## src/logic/ipf_defs.vh

```
// Constants for the interrupt priority field block: register map, slot field
// positions, reset values and bus encodings. Included by every design file.
// Contract
// - Slot 3 priority sits at bits 28:26, subpriority at bits 25:24.
// - Slot 2 priority sits at bits 20:18, subpriority at bits 17:16.
// - Slot 1 priority sits at bits 12:10, subpriority at bits 9:8.
// - Slot 0 priority sits at bits 4:2, subpriority at bits 1:0.
// - A zero priority field disables the source; it is never presented.
// - Nonzero priority one to seven is the level equal to its value.
// - Subpriority field gives levels zero to three directly, every slot.
// - Bits 31:29, 23:21, 15:13, 7:5 ignore writes and read zero.
// - Implemented fields are read/write and clear at reset, disabling all sources.
// - A rising request sets its sticky pending flag; a flag word write also loads it, so software can set it without request.
// - A per-source enable bit gates each request regardless of priority.
`ifndef IPF_DEFS_VH
`define IPF_DEFS_VH

// Word index map, byte address is four times the index.
`define IPF_PRIO_IDX        6'h00
`define IPF_FLAG_IDX        6'h10
`define IPF_ENABLE_IDX      6'h11
`define IPF_STATUS_IDX      6'h12
`define IPF_IDX_W           6

// Slot field positions.
`define IPF_SLOT3_PRIO_LSB  26
`define IPF_SLOT3_SUB_LSB   24
`define IPF_SLOT2_PRIO_LSB  18
`define IPF_SLOT2_SUB_LSB   16
`define IPF_SLOT1_PRIO_LSB  10
`define IPF_SLOT1_SUB_LSB   8
`define IPF_SLOT0_PRIO_LSB  2
`define IPF_SLOT0_SUB_LSB   0
`define IPF_PRIO_W          3
`define IPF_SUB_W           2
`define IPF_SLOTS_PER_REG   4
`define IPF_IMPL_MASK       32'h1F1F1F1F
`define IPF_PRIO_OFF        3'h0

// Reset values.
`define IPF_WORD_RST        32'h00000000

// Status word layout.
`define IPF_STAT_VALID_BIT  31
`define IPF_STAT_LEVEL_LSB  16
`define IPF_STAT_SUB_LSB    12
`define IPF_STAT_SRC_LSB    0

// Bus encodings.
`define IPF_HTRANS_NONSEQ   2'h2
`define IPF_HRESP_OKAY      1'h0

`endif

```

## src/logic/ipf_sync.v

```verilog
// Two-stage synchroniser for a vector of asynchronous request pins.
// Assumes each bit is a slow level held for at least two clock periods.
`timescale 1ns/10ps
`include "ipf_defs.vh"
module ipf_sync #(
    parameter WIDTH = 8
) (
    // Clock and reset
    input  wire             hclk,
    input  wire             hresetn,
    // Data
    input  wire [WIDTH-1:0] async_in,
    output wire [WIDTH-1:0] sync_out
);
    reg [WIDTH-1:0] meta_q;
    reg [WIDTH-1:0] stable_q;

    always @(posedge hclk or negedge hresetn) begin
        if (!hresetn) begin
            meta_q   <= {WIDTH{1'b0}};
            stable_q <= {WIDTH{1'b0}};
        end else begin
            meta_q   <= async_in;
            stable_q <= meta_q;
        end
    end

    assign sync_out = stable_q;
endmodule

```

## src/logic/ipf_arbiter.v

```verilog
// Combinational ranking of pending, enabled sources by priority and subpriority.
// Assumes flat vectors of per-source fields from the same clock domain.
`timescale 1ns/10ps
`include "ipf_defs.vh"
module ipf_arbiter #(
    parameter NUM_SRC = 8,
    parameter IDX_W   = 3
) (
    // Candidates
    input  wire [NUM_SRC-1:0]            req,
    input  wire [`IPF_PRIO_W*NUM_SRC-1:0] levels,
    input  wire [`IPF_SUB_W*NUM_SRC-1:0]  subs,
    // Winner
    output reg                           win_valid,
    output reg  [IDX_W-1:0]              win_idx,
    output reg  [`IPF_PRIO_W-1:0]        win_level,
    output reg  [`IPF_SUB_W-1:0]         win_sub
);
    integer i;
    reg [`IPF_PRIO_W-1:0] lvl;
    reg [`IPF_SUB_W-1:0]  sb;

    // Strict comparison keeps the lowest index on a full tie.
    always @* begin
        win_valid = 1'b0;
        win_idx   = {IDX_W{1'b0}};
        win_level = {`IPF_PRIO_W{1'b0}};
        win_sub   = {`IPF_SUB_W{1'b0}};
        lvl       = {`IPF_PRIO_W{1'b0}};
        sb        = {`IPF_SUB_W{1'b0}};
        for (i = 0; i < NUM_SRC; i = i + 1) begin
            lvl = levels[`IPF_PRIO_W*i +: `IPF_PRIO_W];
            sb  = subs[`IPF_SUB_W*i +: `IPF_SUB_W];
            if (req[i] && (lvl != `IPF_PRIO_OFF) &&
                (!win_valid || ({lvl, sb} > {win_level, win_sub}))) begin
                win_valid = 1'b1;
                win_idx   = i[IDX_W-1:0];
                win_level = lvl;
                win_sub   = sb;
            end
        end
    end
endmodule

```

## src/logic/ipf_top.v

```verilog
// Interrupt priority field block: priority registers, pending flags, enables
// and the ranking of pending sources, reached as an AHB-Lite slave.
// Assumes request pins are asynchronous levels and the processor samples the
// presented source on hclk.
//
// Local design decisions: the AHB-Lite slave port and the register addresses.
`timescale 1ns/10ps
`include "ipf_defs.vh"
module ipf_top #(
    parameter NUM_PRIO_REGS = 2,
    parameter NUM_SRC       = 8,
    parameter IDX_W         = 3
) (
    // Clock and reset
    input  wire                   hclk,
    input  wire                   hresetn,
    // AHB-Lite slave
    input  wire                   hsel,
    input  wire [31:0]            haddr,
    input  wire [1:0]             htrans,
    input  wire                   hwrite,
    input  wire [2:0]             hsize,
    input  wire [31:0]            hwdata,
    input  wire                   hready,
    output wire                   hreadyout,
    output wire                   hresp,
    output wire [31:0]            hrdata,
    // Interrupt request pins
    input  wire [NUM_SRC-1:0]     irq_pins,
    // Presented interrupt towards the processor
    output wire                   present_valid,
    output wire [IDX_W-1:0]       present_src,
    output wire [`IPF_PRIO_W-1:0] present_level,
    output wire [`IPF_SUB_W-1:0]  present_sub
);
    localparam [`IPF_IDX_W-1:0] PRIO_CNT = NUM_PRIO_REGS[`IPF_IDX_W-1:0];

    // One-hot kinds of word that the index decoder tells apart. Write and read
    // paths share the decoder so that the two can never disagree on the map.
    localparam [3:0] KIND_NONE   = 4'h0;
    localparam [3:0] KIND_PRIO   = 4'h1;
    localparam [3:0] KIND_FLAG   = 4'h2;
    localparam [3:0] KIND_ENABLE = 4'h4;
    localparam [3:0] KIND_STATUS = 4'h8;

    // Register state.
    reg [32*NUM_PRIO_REGS-1:0] prio_q;
    reg [32*NUM_PRIO_REGS-1:0] prio_d;
    reg [NUM_SRC-1:0]          flag_q;
    reg [NUM_SRC-1:0]          flag_d;
    reg [NUM_SRC-1:0]          enable_q;
    reg [NUM_SRC-1:0]          enable_d;

    // Bus pipeline state.
    reg                        wr_pend_q;
    reg [`IPF_IDX_W-1:0]       wr_idx_q;
    reg [31:0]                 hrdata_q;
    reg [31:0]                 hrdata_d;

    // Request edge detection.
    wire [NUM_SRC-1:0]         req_sync;
    reg  [NUM_SRC-1:0]         req_dly_q;
    wire [NUM_SRC-1:0]         req_rise;

    // Per-source fields and ranking.
    reg  [`IPF_PRIO_W*NUM_SRC-1:0] levels;
    reg  [`IPF_SUB_W*NUM_SRC-1:0]  subs;
    wire                       win_valid;
    wire [IDX_W-1:0]           win_idx;
    wire [`IPF_PRIO_W-1:0]     win_level;
    wire [`IPF_SUB_W-1:0]      win_sub;
    reg                        present_valid_q;
    reg  [IDX_W-1:0]           present_src_q;
    reg  [`IPF_PRIO_W-1:0]     present_level_q;
    reg  [`IPF_SUB_W-1:0]      present_sub_q;

    // Bus decode.
    wire                       take;
    wire [`IPF_IDX_W-1:0]      addr_idx;
    wire [3:0]                 wr_kind;
    wire [3:0]                 rd_kind;

    integer s;

    // Priority level of a slot within one register word.
    function [`IPF_PRIO_W-1:0] slot_prio;
        input [31:0] word;
        input [1:0]  slot;
        begin
            case (slot)
                2'h3: slot_prio = word[`IPF_SLOT3_PRIO_LSB +: `IPF_PRIO_W];
                2'h2: slot_prio = word[`IPF_SLOT2_PRIO_LSB +: `IPF_PRIO_W];
                2'h1: slot_prio = word[`IPF_SLOT1_PRIO_LSB +: `IPF_PRIO_W];
                default: slot_prio = word[`IPF_SLOT0_PRIO_LSB +: `IPF_PRIO_W];
            endcase
        end
    endfunction

    // Subpriority of a slot within one register word.
    function [`IPF_SUB_W-1:0] slot_sub;
        input [31:0] word;
        input [1:0]  slot;
        begin
            case (slot)
                2'h3: slot_sub = word[`IPF_SLOT3_SUB_LSB +: `IPF_SUB_W];
                2'h2: slot_sub = word[`IPF_SLOT2_SUB_LSB +: `IPF_SUB_W];
                2'h1: slot_sub = word[`IPF_SLOT1_SUB_LSB +: `IPF_SUB_W];
                default: slot_sub = word[`IPF_SLOT0_SUB_LSB +: `IPF_SUB_W];
            endcase
        end
    endfunction

    // Widens a per-source vector into a bus word, upper bits zero.
    function [31:0] widen;
        input [NUM_SRC-1:0] bits;
        begin
            widen = `IPF_WORD_RST;
            widen[NUM_SRC-1:0] = bits;
        end
    endfunction

    // Decodes a word index into one of the kinds above.
    // Unmapped words give none, so they read zero and ignore writes.
    function [3:0] word_kind;
        input [`IPF_IDX_W-1:0] idx;
        begin
            if (idx < PRIO_CNT) begin
                word_kind = KIND_PRIO;
            end else if (idx == `IPF_FLAG_IDX) begin
                word_kind = KIND_FLAG;
            end else if (idx == `IPF_ENABLE_IDX) begin
                word_kind = KIND_ENABLE;
            end else if (idx == `IPF_STATUS_IDX) begin
                word_kind = KIND_STATUS;
            end else begin
                word_kind = KIND_NONE;
            end
        end
    endfunction

    // Packs the presented winner into the read-only status word.
    function [31:0] status_word;
        input                   valid;
        input [IDX_W-1:0]       src;
        input [`IPF_PRIO_W-1:0] level;
        input [`IPF_SUB_W-1:0]  sub;
        begin
            status_word                                     = `IPF_WORD_RST;
            status_word[`IPF_STAT_VALID_BIT]                = valid;
            status_word[`IPF_STAT_LEVEL_LSB +: `IPF_PRIO_W] = level;
            status_word[`IPF_STAT_SUB_LSB +: `IPF_SUB_W]    = sub;
            status_word[`IPF_STAT_SRC_LSB +: IDX_W]         = src;
        end
    endfunction

    // Request pins are asynchronous; two flip-flops stand before any logic.
    ipf_sync #(
        .WIDTH (NUM_SRC)
    ) u_sync (
        .hclk     (hclk),
        .hresetn  (hresetn),
        .async_in (irq_pins),
        .sync_out (req_sync)
    );

    assign req_rise = req_sync & ~req_dly_q;

    // AHB-Lite: zero wait states, always OKAY.
    assign take      = hsel && hready && (htrans == `IPF_HTRANS_NONSEQ);
    assign addr_idx  = haddr[`IPF_IDX_W+1:2];
    // Writes decode the captured index, reads the live address phase.
    assign wr_kind   = word_kind(wr_idx_q);
    assign rd_kind   = word_kind(addr_idx);
    assign hreadyout = 1'b1;
    assign hresp     = `IPF_HRESP_OKAY;
    assign hrdata    = hrdata_q;

    // Next register values; a hardware flag set wins over a software clear.
    // Status and unmapped words keep every register as it is.
    always @* begin
        prio_d   = prio_q;
        enable_d = enable_q;
        flag_d   = flag_q | req_rise;
        if (wr_pend_q) begin
            case (wr_kind)
                KIND_PRIO: begin
                    prio_d[32*wr_idx_q +: 32] = hwdata & `IPF_IMPL_MASK;
                end
                KIND_FLAG: begin
                    flag_d = hwdata[NUM_SRC-1:0] | req_rise;
                end
                KIND_ENABLE: begin
                    enable_d = hwdata[NUM_SRC-1:0];
                end
                default: begin
                    enable_d = enable_q;
                end
            endcase
        end
    end

    // Read data built from next values so a read right after a write sees it.
    always @* begin
        case (rd_kind)
            KIND_PRIO: begin
                hrdata_d = prio_d[32*addr_idx +: 32] & `IPF_IMPL_MASK;
            end
            KIND_FLAG: begin
                hrdata_d = widen(flag_d);
            end
            KIND_ENABLE: begin
                hrdata_d = widen(enable_d);
            end
            KIND_STATUS: begin
                hrdata_d = status_word(present_valid_q, present_src_q, present_level_q, present_sub_q);
            end
            default: begin
                hrdata_d = `IPF_WORD_RST;
            end
        endcase
    end

    // Unpack every slot of every priority register into per-source fields.
    always @* begin
        levels = {(`IPF_PRIO_W*NUM_SRC){1'b0}};
        subs   = {(`IPF_SUB_W*NUM_SRC){1'b0}};
        for (s = 0; s < NUM_SRC; s = s + 1) begin
            levels[`IPF_PRIO_W*s +: `IPF_PRIO_W] =
                slot_prio(prio_q[32*(s/`IPF_SLOTS_PER_REG) +: 32], s[1:0]);
            subs[`IPF_SUB_W*s +: `IPF_SUB_W] =
                slot_sub(prio_q[32*(s/`IPF_SLOTS_PER_REG) +: 32], s[1:0]);
        end
    end

    // Only pending and enabled sources take part in the ranking.
    ipf_arbiter #(
        .NUM_SRC (NUM_SRC),
        .IDX_W   (IDX_W)
    ) u_arb (
        .req       (flag_q & enable_q),
        .levels    (levels),
        .subs      (subs),
        .win_valid (win_valid),
        .win_idx   (win_idx),
        .win_level (win_level),
        .win_sub   (win_sub)
    );

    // Register file: priority words, pending flags and enables.
    always @(posedge hclk or negedge hresetn) begin
        if (!hresetn) begin
            prio_q   <= {NUM_PRIO_REGS{`IPF_WORD_RST}};
            flag_q   <= {NUM_SRC{1'b0}};
            enable_q <= {NUM_SRC{1'b0}};
        end else begin
            prio_q   <= prio_d;
            flag_q   <= flag_d;
            enable_q <= enable_d;
        end
    end

    // Previous synchronised level; it resets to the idle low level of the pins,
    // so the release of reset makes no false edge.
    always @(posedge hclk or negedge hresetn) begin
        if (!hresetn) begin
            req_dly_q <= {NUM_SRC{1'b0}};
        end else begin
            req_dly_q <= req_sync;
        end
    end

    // Bus pipeline: a write lands at the end of its data phase, and read data
    // is captured as the address phase is taken.
    always @(posedge hclk or negedge hresetn) begin
        if (!hresetn) begin
            wr_pend_q <= 1'b0;
            wr_idx_q  <= {`IPF_IDX_W{1'b0}};
            hrdata_q  <= `IPF_WORD_RST;
        end else begin
            wr_pend_q <= take && hwrite;
            if (take) begin
                wr_idx_q <= addr_idx;
            end
            if (take && !hwrite) begin
                hrdata_q <= hrdata_d;
            end
        end
    end

    // Presented interrupt, one cycle behind the ranking.
    always @(posedge hclk or negedge hresetn) begin
        if (!hresetn) begin
            present_valid_q <= 1'b0;
            present_src_q   <= {IDX_W{1'b0}};
            present_level_q <= {`IPF_PRIO_W{1'b0}};
            present_sub_q   <= {`IPF_SUB_W{1'b0}};
        end else begin
            present_valid_q <= win_valid;
            present_src_q   <= win_idx;
            present_level_q <= win_level;
            present_sub_q   <= win_sub;
        end
    end

    assign present_valid = present_valid_q;
    assign present_src   = present_src_q;
    assign present_level = present_level_q;
    assign present_sub   = present_sub_q;
endmodule

```

## config.mk

```make
export PLATFORM = sky130hd
export DESIGN_NAME = ipf_top
export DESIGN_NICKNAME = d
export VERILOG_FILES = /design/src/logic/ipf_sync.v /design/src/logic/ipf_arbiter.v /design/src/logic/ipf_top.v
export VERILOG_INCLUDE_DIRS = /design/src /design/src/logic
export SDC_FILE = /design/constraint.sdc
export NUM_CORES = 1
export LEC_CHECK = 0
export BUFFER_PORTS_ARGS = -buffer_cell sky130_fd_sc_hd__buf_2
export CORE_MARGIN = 2
export CORE_UTILIZATION = 51
export DETAILED_ROUTE_END_ITERATION = 10
export GPL_TIMING_DRIVEN = 0
export PLACE_DENSITY = 0.77
export SETUP_SLACK_MARGIN = 0.2
export SLEW_MARGIN = 20
export SYNTH_ARGS = -nofsm -noshare
export SYNTH_HDL_FRONTEND = slang
export SYNTH_HIERARCHICAL = 1
export SYNTH_SLANG_ARGS = --single-unit
```

## constraint.sdc

```tcl
create_clock -name hclk -period 10.81 [get_ports hclk]
set_clock_uncertainty 0.1 [all_clocks]
set_input_delay 2.162 -clock hclk [delete_from_list [all_inputs] [get_ports hclk]]
set_output_delay 2.162 -clock hclk [all_outputs]
set_load 0.03 [all_outputs]
```

======== Yosys cells after proc, flatten, opt, wreduce, memory -nomap -nowiden ========
Index checks and enable logic that the tools add are counted.
cells by class
  add/subtract/negate cells ............... 1
  multiply operators ...................... 0
  div/mod/pow operators ................... 0
  order comparisons ....................... 9
  eq/ne operators ......................... 14
  shifts and indexed selects .............. 3
  multiplexer cells ....................... 47
  bitwise gates (word level) .............. 5
  reduce and logical (&&, ||, !) cells .... 42
operators by type and width
  cell                        number
  $mux W64                    2
  $pmux W32 S4                1
  $bwmux W64                  1
  $shift A32 B34 Y64 const A  1
  $shiftx A32 B34 Y64         1
  $shiftx A64 B12 Y29         1
  $eq A6 B5 Y1 const B        6
  $mux W3                     12
  $gt A5 B5 Y1                7
  $neg A11 Y34                1
  $mux W4                     8
  $mux W8                     4
  $reduce_bool A3 Y1          8
  $mux W2                     10
  $logic_and A1 B1 Y1         19
  $and A8 B8 Y8               2
  $or A8 B8 Y8                2
  $lt A6 B2 Y1 const B        2
  $mux W1                     9
  $eq A4 B1 Y1 const B        2
  $eq A4 B2 Y1 const B        2
  $eq A4 B3 Y1 const B        2
  $logic_not A1 Y1            8
  $not A8 Y8                  1
  other kinds (3)             9
storage, ports and cells
  flip-flop bits (word level) ............. 152
  bits in latches ......................... 0
  RAM bits ................................ 0
  ROM bits ................................ 0
  input bits .............................. 82
  output and inout bits ................... 43
  logic and storage cells ................. 134
  memories kept ........................... 0

======== Logic depth before layout (Yosys ltp) ========
Gate-level depths: netlist of the first run.
  word-level depth ........................ 31
  gate-level depth with buffers ........... 58
  depth with buffers taken out ............ 54

======== Modules after synthesis ========
Netlist of the first run, hierarchy kept.
by module, submodules not included
  module       times used  cells an instance  area each (um^2)  seq. area each (um^2)
  ipf_top      1           419                4709.5            2627.5
  ipf_arbiter  1           236                1776.7            0.0
  ipf_sync     1           16                 400.4             400.4

======== Worst setup path after synthesis of the first run ========
OpenSTA, ideal clock, no wires.
  path type ............................... reg2reg
  start ................................... reg enable_q[0]
  end ..................................... reg present_sub_q[0] (netlist: present_sub[0])
  library setup time ...................... 0.125 ns
  arrival time ............................ 9.961 ns
  data required time ...................... 10.585 ns
  path slack .............................. 0.624 ns
  cell stages (with the launch flop) ...... 56
  path buffers ............................ 4
  clock period less this slack ............ 10.186 ns
  path through ............................ dfrtp_1 and2_1 o31a_1 nand2_1 ha_1 and4_4 a221o_1 a21oi_1 a22o_1 ha_1 and4_1 a21oi_1 o31ai_2 a21o_1 buf_2 a21oi_1 inv_1 ha_1 (+20 left out) nor2_2 a22oi_1 a21boi_0 ha_1 a211oi_1 a21oi_1 o21bai_1 nand3_1 a211o_1 nand2_1 ha_1 nor2b_1 o211ai_1 a21oi_1 a21o_1 nand2b_1 buf_2 mux2_2
between the ends
  cells in the longest elaborated chain, start to end .. 31
  elaborated cells between the ends (all ways) .. 52
  classes of those cells .................. order compare (7); mux (22); bitwise (1); reduce/logical (22)
ends and longest elaborated chain
  what                                              line              text
  from (decl)                                       ipf_top.v:51      reg [NUM_SRC-1:0] enable_q;
  from (signal assigned)                            ipf_top.v:254     enable_q <= {NUM_SRC{1'b0}};
  from (signal assigned)                            ipf_top.v:258     enable_q <= enable_d;
  $and A8 B8 Y8 (*)                                 ipf_top.v:240     .req (flag_q & enable_q),
  $logic_and A1 B1 Y1 (*)                           ipf_arbiter.v:34  if (req[i] && (lvl != `IPF_PRIO_OFF) &&
  $mux W2, or another cell as far along             ipf_arbiter.v:34
  $gt A5 B5 Y1 or $logic_not A1 Y1 (tied branches)  ipf_arbiter.v:35  (!win_valid || ({lvl, sb} > {win_level, win_sub}))) begin
  $logic_or A1 B1 Y1                                ipf_arbiter.v:35
  $logic_and A1 B1 Y1                               ipf_arbiter.v:34
  $mux W2, or another cell as far along             ipf_arbiter.v:34
  $gt A5 B5 Y1 or $logic_not A1 Y1 (tied branches)  ipf_arbiter.v:35
  (+16 left out)                                    --
  $logic_or A1 B1 Y1                                ipf_arbiter.v:35
  $logic_and A1 B1 Y1                               ipf_arbiter.v:34
  $mux W2, or another cell as far along             ipf_arbiter.v:34
  $gt A5 B5 Y1 or $logic_not A1 Y1 (tied branches)  ipf_arbiter.v:35
  $logic_or A1 B1 Y1                                ipf_arbiter.v:35
  $logic_and A1 B1 Y1                               ipf_arbiter.v:34
  $mux W2 (*)                                       ipf_arbiter.v:34
  via win_sub[0]                                    ipf_top.v:71      wire [`IPF_SUB_W-1:0] win_sub;
  to (signal assigned)                              ipf_top.v:296     present_sub_q <= {`IPF_SUB_W{1'b0}};
  to (signal assigned)                              ipf_top.v:301     present_sub_q <= win_sub;
  to (decl)                                         ipf_top.v:75      reg [`IPF_SUB_W-1:0] present_sub_q;
Mark *: on every way through the listed nets, which the timed path passes. The rest lies on a longest branch.
A chain may end at the register's enable or synchronous reset.

======== Final worst setup path of the first run ========
  start ................................... reg prio_q[3]
  end ..................................... reg present_sub_q[0] (netlist: present_sub[0])
between the ends
  cells in the longest elaborated chain, start to end .. 31
  elaborated cells between the ends (all ways) .. 52
  classes of those cells .................. order compare (7); mux (22); reduce/logical (23)
ends and longest elaborated chain
  what                                              line              text
  from (decl)                                       ipf_top.v:47      reg [32*NUM_PRIO_REGS-1:0] prio_q;
  from (signal assigned)                            ipf_top.v:252     prio_q <= {NUM_PRIO_REGS{`IPF_WORD_RST}};
  from (signal assigned)                            ipf_top.v:256     prio_q <= prio_d;
  $reduce_bool A3 Y1 (no line)                      --
  $logic_and A1 B1 Y1                               ipf_arbiter.v:34
  $mux W2, or another cell as far along             ipf_arbiter.v:34
  $gt A5 B5 Y1 or $logic_not A1 Y1 (tied branches)  ipf_arbiter.v:35
  $logic_or A1 B1 Y1                                ipf_arbiter.v:35
  $logic_and A1 B1 Y1                               ipf_arbiter.v:34
  $mux W2, or another cell as far along             ipf_arbiter.v:34
  $gt A5 B5 Y1 or $logic_not A1 Y1 (tied branches)  ipf_arbiter.v:35
  (+16 left out)                                    --
  $logic_or A1 B1 Y1                                ipf_arbiter.v:35
  $logic_and A1 B1 Y1                               ipf_arbiter.v:34
  $mux W2, or another cell as far along             ipf_arbiter.v:34
  $gt A5 B5 Y1 or $logic_not A1 Y1 (tied branches)  ipf_arbiter.v:35
  $logic_or A1 B1 Y1                                ipf_arbiter.v:35
  $logic_and A1 B1 Y1                               ipf_arbiter.v:34
  $mux W2 (*)                                       ipf_arbiter.v:34
  via win_sub[0]                                    ipf_top.v:71
Marked as above.

==> impl_metrics.ini, run 1 <==
[worst_setup_path]
critPathMaxStageDelay_ns = 0.41
worst_r2r_endpoint = present_sub[0]
worst_ep_required_time_ns = 11.01
library_cell_appearing_most_often_on_the_critical_path = sky130_fd_sc_hd__a21oi_2
worstSetupEndpointType = flip-flop
worst_ep_arrival_time_ns = 10.69
r2r_cells = 54
critical-path-slowest-cell = sky130_fd_sc_hd__dfrtp_2
category_of_the_worst_setup_path_launch_point = flip-flop
crit_startpoint = prio_q[3]
regToRegStartpoint = prio_q[3]
worst-r2r-setup-slack_ns = 0.33
setup.worst_path.class = reg2reg
cp_max_fo = 8

[clocking]
clock_pin_slew_of_the_registers_on_the_worst_case_setup_and_hold_paths_ns = 0.06
cts-buffers-inserted = 17
clock_tree_from_tritoncts = yes
cts_hold_buffers = 0
htreeDepth = 4
sinks_on_clock_net = 121
cts-root-buf = sky130_fd_sc_hd__clkbuf_16
cts_buffer_depth = 2
clkLatencyLatePin_ns = 0.42

[die]
die_h_um = 120
start_util_pct = 52.2
die-area_um2 = 14400
boundaryPins = 125
chipWidth_um = 120
floorplan.rows = 42
core_um2 = 13200

[sta]
timing.final.crit_period_ns = 10.48
max-slew-margin-rel_pct = 42.3
rsz_0062_raised_after_global_routing = yes
fmax_mhz = 95.4
finalHoldViolCount = 0
period_share_pct = 97.0
worst_hold_slack_ns = 0.247
fin_ws_ns = 0.325
report.final.slew_viol_count = 0
report.final.setup_viol = 0
timing.setup.tns_ns = 0
worst_pin_slew_ns = 0.858

[synth]
synth_cell_type_count = 78
postSynth.topFlopCell = sky130_fd_sc_hd__dfrtp_1
netlist.area_leader.share_pct = 44.0
post_synth_main_area_contributors = sky130_fd_sc_hd__dfrtp_1 (44%), sky130_fd_sc_hd__ha_1 (7.1%), sky130_fd_sc_hd__mux2_2 (6.4%)
synth-xor-area-share_pct = 0.254
synth_top_cells_by_count = sky130_fd_sc_hd__dfrtp_1 (121), sky130_fd_sc_hd__nand2_1 (64), sky130_fd_sc_hd__ha_1 (39), sky130_fd_sc_hd__mux2_2 (39), sky130_fd_sc_hd__inv_1 (35)
yosysMostFrequentCell = sky130_fd_sc_hd__dfrtp_1
synth-seq-area-share_pct = 44.0
main_combinational_cell_family_by_area_after_synthesis = compound AO/OA/AOI/OAI gates
synth-compound-area-share_pct = 20.3
ys_ff_latch = 121
post_synth_and_or_nand_nor_area_fraction_pct = 15.1
synth_top_area_cell = sky130_fd_sc_hd__dfrtp_1
async_flop_share_pct = 100
synthesized_area_fraction_occupied_by_adder_cells_pct = 7.09
muxShareOfSynthArea_pct = 8.61
synth-edff-count = 0
synth_cells = 671
syn-cell-area_um2 = 6890
synth_area_per_cell_um2 = 10.3
synth-warning-count = 6

[min_path]
hold_path_class = reg2reg
hold_path_end = u_sync/sync_out[5]
min-delay-start = u_sync/meta_q[5]
timing.hold.worst_path_depth = 0

[place]
place.port_buffers = 76
place.detailed.hpwl_mm = 15.0
post_place_cells = 931
detailedPlace.worstSlack_ns = -1.19
gp_congestion = 0.964

[pwr]
pwr_density_cell_nw_per_um2 = 146
total_power_mw = 1.31
worst_ir_drop_vdd_v = 0.000181
leakage_nw = 4.17

[routing]
dr.first_iter.drc_count = 463
post_drt_wl_per_cell_um = 21.0
vias_per_cell = 6.14
final_antenna_net_count = 0
drc_violations = 0
total_routed_wirelength_mm = 21.2
dr.pass1.iters = 6
dr_total_vias = 6200

[global_routing]
grt_first_pass_wirelength_mm = 32.1
antenna_found_initial = 0
number_of_global_route_vias_before_repair = 6040
grt_usage_pct = 29.2
grt.overflow.total = 0
grt_start_max_net_pins = 85

[finish]
final_layout_size_suffix_gt1_share_pct = 37.9
num_antenna_cells = 0
finalNetCount = 941
final_cell_count_no_fill = 1009
area_growth_pct = 29.9

[run]
cap_viol_max_count = 0

[status]
status = completed
worst max-delay path by stage:
stage	end	slack [ns]	cells after the start
floorplan	present_sub[0]	0.62	55
global placement	present_level[1]	-1.00	54
detailed placement	present_level[0]	-1.19	54
CTS	present_level[0]	0.21	55
global route	present_sub[0]	-0.08	53
finish	present_sub[0]	0.33	54
registers in the layout, indices dropped and copies added (netlist names), 3 cells and up:
register and cells:
u_sync/sync_out 8, req_dly_q 8, wr_idx_q 6, enable_q 8
hrdata 25, present_level 3, flag_q 8, u_sync/meta_q 8
present_src 3, prio_q 40
through the flow:
stage / area, um^2 / util (%)
3_5_place_dp: 7560 / 57.3
4_1_cts: 8340 / 63.3
5_1_grt: 8940 / 67.8
2_1_floorplan: 6910 / -
6_report: 8940 / 67.8
3_3_place_gp: 7510 / 57.0
routing by layer:
layer  routed length, um  vias up  global-route usage (%)
met5                   0        -                       0
met4                 645        0                    10.5
met3                1540       68                    7.17
met2               10500      280                    50.0
met1                8460     3098                    35.9
li1                    -     2754                       -
critical path, delay by kind of cell, from the launching register on:
family,cells,cell delay [ns]
DFF,1,0.41
muxes,2,0.54
AOI/OAI and AO/OA,30,5.33
buffers and inverters,6,0.87
and+or+nand+nor,9,1.25
adders and majority gates,7,1.85
cells by family after synthesis:
group                    count (synthesis)
AND/OR/NAND/NOR                        199
AO/OA/AOI/OAI                          187
flip-flops                             121
buffers and inverters                   68
multiplexers                            53
adder cells (fa/ha/maj)                 39
other                                    2
XOR/XNOR                                 2
where the power goes:
part	leakage, nW	switching, mW	internal, mW	total [mW]
registers	1.49	0.0269	0.477	0.504
logic	2.38	0.126	0.0914	0.217
clock network	0.303	0.212	0.376	0.588
total	4.17	0.364	0.945	1.31
layout by cell type, fill, tap and decap left out, drive strengths merged, types with 10 or more instances in the layout:
cell type  Yosys  final
a21oi         24     24
mux2i         12     12
o221ai        13     13
nor3          26     26
nand2         64     64
mux2          41     41
a22o          10     10
ha            39     39
inv           35     36
nand3         15     15
o21ai         43     43
o211ai        11     11
buf           21    144
dfrtp        121    121
nor2          31     31
clkbuf        12     31
and2          21     21
area by class of cell:
class	instances	area, um^2
buffer	33	206
clock buffer	19	453
clock inverter	13	169
fill	1022	4250
inverter	35	131
multi-input combinational	489	3960
sequential	121	3030
tap	176	220
timing repair buffer	123	773
what timing repair did:
| action | CTS | global route |
|---|---|---|
| setup buffers | 9 | 36 |
| resized for setup | 25 | 69 |
| cloned | 0 | 1 |
| pin swaps | 8 | 50 |
| endpoints found under the setup margin | 8 | 8 |
No activity file was read; power rests on OpenSTA's default activity.
==> inputs of run 2 (changes only) <==
Settings changed: CORE_MARGIN 2 to 3, TNS_END_PERCENT from default to 50.
==> impl_metrics.ini, run 2 (synthesized netlist as in run 1, its figures left out) <==
[status]
status = completed

[sta]
finalHoldViolCount = 0
fin_ws_ns = 0.225
rsz_0062_raised_after_global_routing = yes
max-slew-margin-rel_pct = 43.4
timing.final.crit_period_ns = 10.58
report.final.slew_viol_count = 0
report.final.setup_viol = 0
fmax_mhz = 94.5
worst_pin_slew_ns = 0.842
period_share_pct = 97.9
timing.setup.tns_ns = 0

[worst_setup_path]
worst_ep_required_time_ns = 11.02
worst_r2r_endpoint = present_sub[0]
category_of_the_worst_setup_path_launch_point = flip-flop
regToRegStartpoint = flag_q[0]
cp.buffers_inverters = 6
worst_ep_arrival_time_ns = 10.79
worstSetupEndpointType = flip-flop
library_cell_appearing_most_often_on_the_critical_path = sky130_fd_sc_hd__a21oi_2
cp_max_fo = 8
r2r_cells = 54
cpLargestDelayFamily = compound AO/OA/AOI/OAI gates
critPathMaxStageDelay_ns = 0.35
worst-r2r-setup-slack_ns = 0.23
critical-path-slowest-cell = sky130_fd_sc_hd__dfrtp_1
setup.worst_path.class = reg2reg

[routing]
met1_length_mm = 8.71
total_routed_wirelength_mm = 21.8
dr_wl_met3_mm = 1.51
final_antenna_net_count = 0
drc_violations = 0
dr.pass1.iters = 5
met2RoutedLength_mm = 10.6
vias_per_cell = 6.17
dr_total_vias = 6172
dr_top_layer = met5
dr.first_iter.drc_count = 373
post_drt_wl_per_cell_um = 21.8

[finish]
final_layout_size_suffix_gt1_share_pct = 37.3
seq_area_um2 = 3030
area_growth_pct = 29.4
mostFrequentLayoutCells = sky130_fd_sc_hd__dfrtp_1 (118), sky130_fd_sc_hd__buf_2 (81), sky130_fd_sc_hd__nand2_1 (59)
max_flop_register = prio_q
filler_cell_count = 991
layout.cells.most_common = sky130_fd_sc_hd__dfrtp_1
num_antenna_cells = 0
final_cell_count_no_fill = 1001
largest_reg_flops = 40
stdcell_area_um2 = 8910
area_occupied_by_multi_input_gates_um2 = 3950
finalNetCount = 937

[min_path]
hold_path_end = u_sync/sync_out[0]
min-delay-start = u_sync/meta_q[0]
timing.hold.worst_path_depth = 0
hold_path_class = reg2reg

[die]
boundaryPins = 125
floorplan.rows = 41
die_h_um = 122
chipWidth_um = 122
core_um2 = 12900
start_util_pct = 53.3
die-area_um2 = 14900

[place]
gp_congestion = 1.01
detailed_place.area_um2 = 7550
detailedPlace.worstSlack_ns = -1.26
place.detailed.hpwl_mm = 15.2
place.port_buffers = 76
post_place_cells = 927

[global_routing]
grt_usage_pct = 29.0
grt_first_pass_wirelength_mm = 32.8
grt.overflow.total = 0
antenna_found_initial = 1
number_of_global_route_vias_before_repair = 6041
grt_start_max_net_pins = 85

[clocking]
cts_buffer_depth = 2
clkLatencyLatePin_ns = 0.42
htreeDepth = 4
sinks_on_clock_net = 121
clock_tree_from_tritoncts = yes
cts_hold_buffers = 0
cts-root-buf = sky130_fd_sc_hd__clkbuf_16
cts-buffers-inserted = 17
clock_pin_slew_of_the_registers_on_the_worst_case_setup_and_hold_paths_ns = 0.06

[pwr]
worst_ir_drop_vdd_v = 0.000150
pwr_density_cell_nw_per_um2 = 149
total_power_mw = 1.33
leakage_nw = 4.15

[run]
cap_viol_max_count = 0
-- run 2: cell count changes in the layout (fill, tap and decap cells not counted), moves of 2 or more --
cell,previous run,this run
sky130_fd_sc_hd__a211oi_2,1,3
sky130_fd_sc_hd__buf_4,53,49
sky130_fd_sc_hd__buf_6,7,9
sky130_fd_sc_hd__clkbuf_8,2,0
sky130_fd_sc_hd__ha_1,32,34
sky130_fd_sc_hd__ha_4,7,4
sky130_fd_sc_hd__mux2i_1,11,9
sky130_fd_sc_hd__mux2i_2,1,3
sky130_fd_sc_hd__o21ai_0,27,21
sky130_fd_sc_hd__o21ai_1,10,17
-- run 2: metal layers --
metal,up-vias,GRT usage (%)
li1,2750,-
met1,3019,37.0
met2,318,48.5
met3,83,5.66
met4,2,11.8
met5,-,0
-- run 2: repair_timing --
action | 4_1_cts | 5_1_grt
gates resized for setup | 20 | 84
setup buffers | 9 | 33
pin swaps | 7 | 58
setup endpoints to repair | 8 | 8
-- run 2: area by class of cell --
class / instances / share of cell area [%]
buffer: 33 / 2.32
clock buffer: 18 / 4.82
clock inverter: 14 / 2.23
inverter: 35 / 1.50
multi-input combinational: 489 / 44.4
sequential: 121 / 34.0
tap: 172 / 2.42
timing repair buffer: 119 / 8.31
-- run 2: through the flow --
| stage | utilization [%] | hold slack [ns] |
|---|---|---|
| 6_report | 68.9 | 0.246 |
| 5_1_grt | 68.9 | 0.258 |
| 4_1_cts | 64.4 | 0.248 |
| 3_5_place_dp | 58.4 | 0.235 |
| 3_3_place_gp | 58.1 | 0.232 |
| 2_1_floorplan | - | 0.231 |
-- run 2: worst max path at each step --
stage	startpoint	endpoint	slack, ns	cells after the start
floorplan	enable_q[0]	present_sub[0]	0.62	55
global placement	enable_q[0]	present_level[1]	-0.93	54
detailed placement	flag_q[0]	present_level[1]	-1.26	54
CTS	flag_q[0]	present_level[1]	0.20	58
global route	flag_q[0]	present_sub[0]	-0.17	55
finish	flag_q[0]	present_sub[0]	0.23	54
-- run 2: report_power, final --
part	switching [mW]	internal (mW)	total, mW
combinational	0.127	0.0910	0.218
sequential	0.0282	0.477	0.506
clock	0.215	0.387	0.602
